**config.mk**
```make
export PLATFORM = sky130hd
export DESIGN_NAME = bep_host
export DESIGN_NICKNAME = d
export VERILOG_FILES = /design/src/bep_pkg.sv /design/src/bep_host.sv
export SDC_FILE = /design/constraint.sdc
export NUM_CORES = 1
export LEC_CHECK = 0
export BUFFER_PORTS_ARGS = -buffer_cell sky130_fd_sc_hd__buf_2
export CAP_MARGIN = 20
export CORE_ASPECT_RATIO = 1.4
export CORE_UTILIZATION = 55
export DETAILED_ROUTE_END_ITERATION = 7
export GPL_ROUTABILITY_DRIVEN = 0
export PLACE_DENSITY = 0.83
export SLEW_MARGIN = 25
export SYNTH_ARGS = -nofsm -noshare
export SYNTH_HDL_FRONTEND = slang
export SYNTH_SLANG_ARGS = --single-unit
```
**constraint.sdc**
```tcl
create_clock -name clk -period 7.25 [get_ports clk]
set_input_delay 1.45 -clock clk [delete_from_list [all_inputs] [get_ports clk]]
set_output_delay 1.45 -clock clk [all_outputs]
set_load 0.005 [all_outputs]
```
**src/bep_pkg.sv**
```systemverilog
// Behaviour
// - host holds address stable through read
// - address first, then select, then output enable (code lowers select and output enable on the same edge); host drops select and output enable on the same edge
// - host may tie output enable low
// - select low, stable address/data, pulse write strobe
// - select-controlled: write strobe low before select
// - high-voltage erase modes are optional
// - host waits for ready before next access
package bep_pkg;
  localparam int BEP_CLK_NS = 10;
  localparam int BEP_ADDR_W = 8;
  localparam int BEP_DATA_W = 8;
  // read access, strobe and busy timing in ns; program time in ms
  localparam int BEP_T_ACCESS_NS = 300;
  localparam int BEP_T_ADDR_SETUP_NS = 10;
  localparam int BEP_T_WP_NS = 150;
  localparam int BEP_T_DH_NS = 10;
  localparam int BEP_T_BUSY_ASSERT_DELAY_NS = 100;
  localparam int BEP_T_PROG_MAX_MS = 40;
  // least times round up
  localparam int BEP_ACCESS_CYC = (BEP_T_ACCESS_NS + BEP_CLK_NS - 1) / BEP_CLK_NS;
  localparam int BEP_SETUP_CYC = (BEP_T_ADDR_SETUP_NS + BEP_CLK_NS - 1) / BEP_CLK_NS;
  localparam int BEP_WP_CYC = (BEP_T_WP_NS + BEP_CLK_NS - 1) / BEP_CLK_NS;
  localparam int BEP_DH_CYC = (BEP_T_DH_NS + BEP_CLK_NS - 1) / BEP_CLK_NS;
  localparam int BEP_BUSY_WAIT_CYC =
    (BEP_T_BUSY_ASSERT_DELAY_NS + BEP_CLK_NS - 1) / BEP_CLK_NS + 2;
  localparam int BEP_PROG_TIMEOUT_CYC = BEP_T_PROG_MAX_MS * 1000000 / BEP_CLK_NS * 2;
  localparam logic [7:0] BEP_CNT_RESET = 8'h00;
endpackage : bep_pkg

```
**src/bep_host.sv**
```systemverilog
`timescale 1ns/10ps
module bep_host
  import bep_pkg::*;
#(
  parameter int PROG_TIMEOUT_CYC = BEP_PROG_TIMEOUT_CYC,
  parameter bit SELECT_CONTROLLED = 1'b0
) (
  input wire logic clk,
  input wire logic nrst,
  input wire logic req_valid,
  output logic req_ready,
  input wire logic req_write,
  input wire logic [BEP_ADDR_W-1:0] req_addr,
  input wire logic [BEP_DATA_W-1:0] req_wdata,
  output logic rsp_valid,
  output logic [BEP_DATA_W-1:0] rsp_rdata,
  output logic rsp_timeout,
  output logic [BEP_ADDR_W-1:0] address_inputs,
  output logic [BEP_DATA_W-1:0] data_lines_out,
  output logic data_lines_oe_n,
  input wire logic [BEP_DATA_W-1:0] data_lines_in,
  output logic chip_select_n,
  output logic output_enable_n,
  output logic write_strobe_n,
  input wire logic ready_busy
);
  // refuse a timeout that would expire before busy can even be seen
  if (PROG_TIMEOUT_CYC < BEP_BUSY_WAIT_CYC + 1) begin : g_bad_timeout
    $error("timeout too short");
  end

  typedef enum logic [2:0] {
    BEP_IDLE, BEP_SETUP, BEP_READ, BEP_STROBE, BEP_HOLD, BEP_BUSYWAIT, BEP_PROG
  } bep_state_t;

  bep_state_t state_reg;
  logic [31:0] cnt_reg;
  logic write_reg;
  logic [BEP_DATA_W-1:0] rd_sync1_reg, rd_sync2_reg;
  logic rb_sync1_reg, rb_sync2_reg;

  // two-stage sync on pins; data only settles after the access time anyway
  always_ff @(posedge clk or negedge nrst) begin
    if (!nrst) begin
      rd_sync1_reg <= '0;
      rd_sync2_reg <= '0;
      rb_sync1_reg <= 1'b1;
      rb_sync2_reg <= 1'b1;
    end else begin
      rd_sync1_reg <= data_lines_in;
      rd_sync2_reg <= rd_sync1_reg;
      rb_sync1_reg <= ready_busy;
      rb_sync2_reg <= rb_sync1_reg;
    end
  end

  // accept only when idle and the device reports ready
  assign req_ready = (state_reg == BEP_IDLE) && rb_sync2_reg;

  always_ff @(posedge clk or negedge nrst) begin
    if (!nrst) begin
      state_reg <= BEP_IDLE;
      cnt_reg <= '0;
      write_reg <= 1'b0;
      address_inputs <= '0;
      data_lines_out <= '0;
      data_lines_oe_n <= 1'b1;
      chip_select_n <= 1'b1;
      output_enable_n <= 1'b1;
      write_strobe_n <= 1'b1;
      rsp_valid <= 1'b0;
      rsp_rdata <= '0;
      rsp_timeout <= 1'b0;
    end else begin
      rsp_valid <= 1'b0;
      rsp_timeout <= 1'b0;
      unique case (state_reg)
        BEP_IDLE: begin
          chip_select_n <= 1'b1; // deselected: device floats its lines
          output_enable_n <= 1'b1;
          write_strobe_n <= 1'b1;
          data_lines_oe_n <= 1'b1;
          if (req_valid && req_ready) begin
            address_inputs <= req_addr; // address first
            write_reg <= req_write;
            cnt_reg <= 32'(BEP_SETUP_CYC);
            if (req_write) begin
              data_lines_out <= req_wdata;
              data_lines_oe_n <= 1'b0;
              if (SELECT_CONTROLLED) write_strobe_n <= 1'b0; // strobe before select
            end
            state_reg <= BEP_SETUP;
          end
        end
        BEP_SETUP: begin
          if (cnt_reg <= 32'd1) begin
            chip_select_n <= 1'b0;
            if (write_reg) begin
              // hv erase modes not driven: logic pins cannot reach 20 V
              write_strobe_n <= 1'b0;
              cnt_reg <= 32'(BEP_WP_CYC);
              state_reg <= BEP_STROBE;
            end else begin
              output_enable_n <= 1'b0;
              cnt_reg <= 32'(BEP_ACCESS_CYC + 2);
              state_reg <= BEP_READ;
            end
          end else cnt_reg <= cnt_reg - 32'd1;
        end
        BEP_READ: begin
          // address held throughout; sample after access time plus sync
          if (cnt_reg <= 32'd1) begin
            rsp_rdata <= rd_sync2_reg;
            rsp_valid <= 1'b1;
            output_enable_n <= 1'b1;
            chip_select_n <= 1'b1;
            state_reg <= BEP_IDLE;
          end else cnt_reg <= cnt_reg - 32'd1;
        end
        BEP_STROBE: begin
          if (cnt_reg <= 32'd1) begin
            // end of pulse latches data in the device
            if (SELECT_CONTROLLED) chip_select_n <= 1'b1;
            else write_strobe_n <= 1'b1;
            cnt_reg <= 32'(BEP_DH_CYC);
            state_reg <= BEP_HOLD;
          end else cnt_reg <= cnt_reg - 32'd1;
        end
        BEP_HOLD: begin
          if (cnt_reg <= 32'd1) begin
            // device holds the latched word, bus released
            chip_select_n <= 1'b1;
            write_strobe_n <= 1'b1;
            data_lines_oe_n <= 1'b1;
            cnt_reg <= 32'(BEP_BUSY_WAIT_CYC);
            state_reg <= BEP_BUSYWAIT;
          end else cnt_reg <= cnt_reg - 32'd1;
        end
        BEP_BUSYWAIT: begin
          // busy must not be trusted before its assert delay
          if (cnt_reg <= 32'd1) begin
            cnt_reg <= 32'(PROG_TIMEOUT_CYC);
            state_reg <= BEP_PROG;
          end else cnt_reg <= cnt_reg - 32'd1;
        end
        BEP_PROG: begin
          // wait for ready; bounded so a dead part cannot hang the host
          if (rb_sync2_reg) begin
            rsp_valid <= 1'b1;
            state_reg <= BEP_IDLE;
          end else if (cnt_reg <= 32'd1) begin
            rsp_valid <= 1'b1;
            rsp_timeout <= 1'b1;
            state_reg <= BEP_IDLE;
          end else cnt_reg <= cnt_reg - 32'd1;
        end
      endcase
    end
  end
endmodule : bep_host

```
==> load_flow_metrics.sql <==
INSERT INTO impl_metrics (metric_group, metric, value, unit) VALUES
('synth', 'yosys.cell_types.count', '44', ''),
('synth', 'syn_inst', '378', ''),
('finish', 'fin_util', '66.4', '%'),
('clock_network', 'cts_tree', 'built', ''),
('floorplan', 'die-area', '7360', 'um2'),
('sta', 'headroom_to_the_max_slew_limit', '33.0', '%'),
('clock_network', 'clock_insertion_delay_worst_skew', '0.37', 'ns'),
('clock_network', 'max-clock-path-buffers', '2', ''),
('clock_network', 'clkTransAtPathRegs', '0.10', 'ns'),
('pwr', 'p_total', '822', 'uW'),
('finish', 'fillerInstances', '514', ''),
('clock_network', 'post_cts.repair.setup_buffers', '0', ''),
('routing', 'viasPerCell', '5.93', ''),
('sta', 'max_slew.worst_pin.slew', '1.01', 'ns'),
('synth', 'synthDominantAreaCellType', 'dfrtp_1', ''),
('sta', 'final_period_minus_worst_setup_slack', '3.19', 'ns'),
('finish', 'num_antenna_cells', '0', ''),
('worst_setup_path', 'critPathRequiredTime', '5.80', 'ns'),
('synth', 'post_synth_edffs', '0', ''),
('pwr', 'pwr_density_cell', '185', 'nW/um2'),
('worst_setup_path', 'path_max_fanout', '17', ''),
('clock_network', 'htreeDepth', '3', ''),
('synth', 'yosysTopAreaCellShare', '50.6', '%'),
('floorplan', 'die-width', '72.8', 'um'),
('floorplan', 'floorplan.core_area', '6700', 'um2'),
('worst_setup_path', 'setup.worst_path.start_class', 'flip-flop', ''),
('placed_design', 'place_inst', '515', ''),
('sta', 'finalSetupViolCount', '0', ''),
('finish', 'final_nets', '465', ''),
('routing', 'drt-wirelength-per-cell', '16.0', 'um'),
('hold_path', 'timing.hold.worst.class', 'flip-flop to flip-flop', ''),
('synth', 'netlist_area', '3860', 'um2'),
('worst_setup_path', 'cp-end-kind', 'output port', ''),
('clock_network', 'holdBufCountCts', '0', ''),
('finish', 'largest_reg_flops', '32', ''),
('routing', 'wl', '8520', 'um'),
('pwr', 'leakage', '2.11', 'nW'),
('sta', 'hold_violations', '0', ''),
('global_route', 'antenna_found_initial', '0', ''),
('clock_network', 'cts-buffers-inserted', '9', ''),
('global_route', 'grt_pass1_wl', '14300', 'um'),
('synth', 'yosysWarningCount', '0', ''),
('floorplan', 'die-height', '101', 'um'),
('sta', 'fin_worst_hold_slack', '0.352', 'ns'),
('routing', 'dr_total_vias', '3148', ''),
('worst_setup_path', 'r2r_slack', '4.22', 'ns'),
('floorplan', 'ioPinCount', '60', ''),
('routing', 'detailedRoute.firstIterationViolations', '228', ''),
('finish', 'final_layout_size_suffix_gt1_share', '26.0', '%'),
('worst_setup_path', 'critPathArrivalTime', '1.74', 'ns'),
('sta', 'post-route-period-util', '44.0', '%'),
('run', 'maximum_capacitance_violations', '0', ''),
('pwr', 'ir_drop', '149', 'uV'),
('synth', 'synth_ff_type', 'dfrtp_1', ''),
('finish', 'area_growth', '15.2', '%'),
('placed_design', 'port-buffer-count', '59', ''),
('synth', 'avgSynthCellArea', '10.2', 'um2'),
('floorplan', 'num_rows', '35', ''),
('sta', 'setup_tns', '0', 'ns'),
('routing', 'drc_errors', '0', ''),
('sta', 'unrepaired_setup_endpoints_after_global_routing', 'false', ''),
('synth', 'synth-seq-cells', '84', ''),
('clock_network', 'cts_num_sinks', '84', ''),
('global_route', 'track_usage', '25.9', '%'),
('clock_network', 'ctsRootBufferMaster', 'clkbuf_8', ''),
('finish', 'fin_cells', '531', ''),
('global_route', 'grt-ovfl-total', '0', ''),
('synth', 'synth_async_sr_flop_share', '100', '%'),
('routing', 'drt_pass1_iterations', '4', ''),
('run_status', 'run_status', 'finished, final reports clean', ''),
('synth', 'synth_fp_nets', '409', ''),
('global_route', 'grt_pass1_vias', '3124', ''),
('routing', 'route.antenna.remaining_nets', '0', ''),
('sta', 'maxSlewViolCount', '0', ''),
('sta', 'finalClockSkew', '0.0111', 'ns'),
('synth', 'top_post_synthesis_cells_by_area', 'dfrtp_1 (51%), nand2_1 (5.2%), mux2_2 (4.4%), dfstp_2 (4.1%), xnor2_1 (3.2%)', ''),
('worst_setup_path', 'crit_type', 'flip-flop to output port', ''),
('sta', 'fmax', '0.314', 'GHz'),
('placed_design', 'dp_hpwl', '5860', 'um'),
('global_route', 'pin_count_of_the_biggest_net_entering_global_routing', '85', ''),
('synth', 'synth-seq-area-share', '54.7', '%'),
('floorplan', 'start_util', '57.6', '%'),
('clock_network', 'cts_resized', '0', '');
[cell families (layout without fill, tap and decap cells)]
family,count (synthesis),count (layout),synth area share [%]
AOI/OAI and AO/OA,55,55,8.69
DFF,84,84,54.7
and+or+nand+nor,179,179,24.3
xor gates and xnor gates,19,19,4.31
buffers and inverters,21,82,2.17
adders and majority gates,2,2,0.648
muxes,18,18,5.19
[layout by cell type (no fill, tap or decap), types with 5 or more instances in the layout]
cell type  Yosys  routed
nor4_1        19      17
or3_1         11      11
clkbuf_8       0       9
nand2_1       53      53
dfstp_2        6       6
nor4_2         3       5
nor3_1        22      22
o21ai_0       17      17
nand3_1        9       9
buf_2          4      58
a21oi_1       22      22
xor2_1         5       5
dfrtp_1       78      78
xnor2_1       14      14
or4_1          8       8
inv_1          5       5
nor2_1        31      31
mux2_2        15      15
[path summary, 6_finish.rpt]
kind	startpoint	to	depth (start not counted)
min in group asynchronous	nrst	cnt_reg[23]$_DFFE_PN0P_	1
min reg2reg	rb_sync1_reg$_DFF_PN1_	rb_sync2_reg$_DFF_PN1_	0
min	rb_sync1_reg$_DFF_PN1_	rb_sync2_reg$_DFF_PN1_	0
max reg2reg	cnt_reg[14]$_DFFE_PN0P_	rsp_rdata[5]$_DFFE_PN0P_	5
max	state_reg[2]$_DFFE_PN0P_	req_ready	3
max in group asynchronous	nrst	cnt_reg[20]$_DFFE_PN0P_	1
[Yosys cell counts (2+ instances only)]
master,instances
mux2i_1,2
clkbuf_1,12
o21ai_0,17
a21oi_1,22
nor4_1,19
or3_1,11
o311ai_0,2
or4_1,8
nor3_1,22
nand2_1,53
dfstp_2,6
or2_2,4
o41ai_1,2
nor3b_1,3
xor2_1,5
xnor2_1,14
ha_1,2
o211ai_1,2
mux2_2,15
and3_1,2
nand4_1,2
inv_1,5
nand3_1,9
nand3b_1,2
dfrtp_1,78
nor2_1,31
nand2b_1,3
nor4_2,3
a211o_1,4
buf_2,4
[through the flow]
| step | cell area (um2) | worst slack, ns |
|---|---|---|
| after floorplan | 3860 | 4.51 |
| after global placement | 4220 | 3.89 |
| after detailed placement | 4230 | 3.84 |
| after CTS | 4430 | 4.06 |
| after global routing | 4450 | 3.95 |
| final | 4450 | 4.06 |
[critical path, cell delays in order, from the launching register on]
cell and delay, ns:
dfrtp_1 0.72, inv_1 0.28, and3_1 0.25, buf_2 0.13
[metal layers]
metal | wire length [um] | track usage [%]
met1 | 3430 | 32.2
met5 | 0 | 0
met3 | 370 | 5.00
met2 | 4410 | 42.3
met4 | 310 | 14.6
[power by group]
part	internal (mW)	leakage [nW]	switching, mW
sequential	0.474	1.05	0.00178
clock	0.136	0.102	0.194
combinational	0.00593	0.960	0.0108
[area by class of cell]
type	instances	area, um2	share of cell area, %
Sequential cell	84	2110	47.4
Multi-Input combinational cell	273	1690	37.9
Timing Repair Buffer	61	317	7.12
Clock buffer	9	124	2.79
Tap cell	92	115	2.59
Clock inverter	7	76.3	1.72
Inverter	5	18.8	0.422
Note: power is estimated with default switching activity, not from simulation.
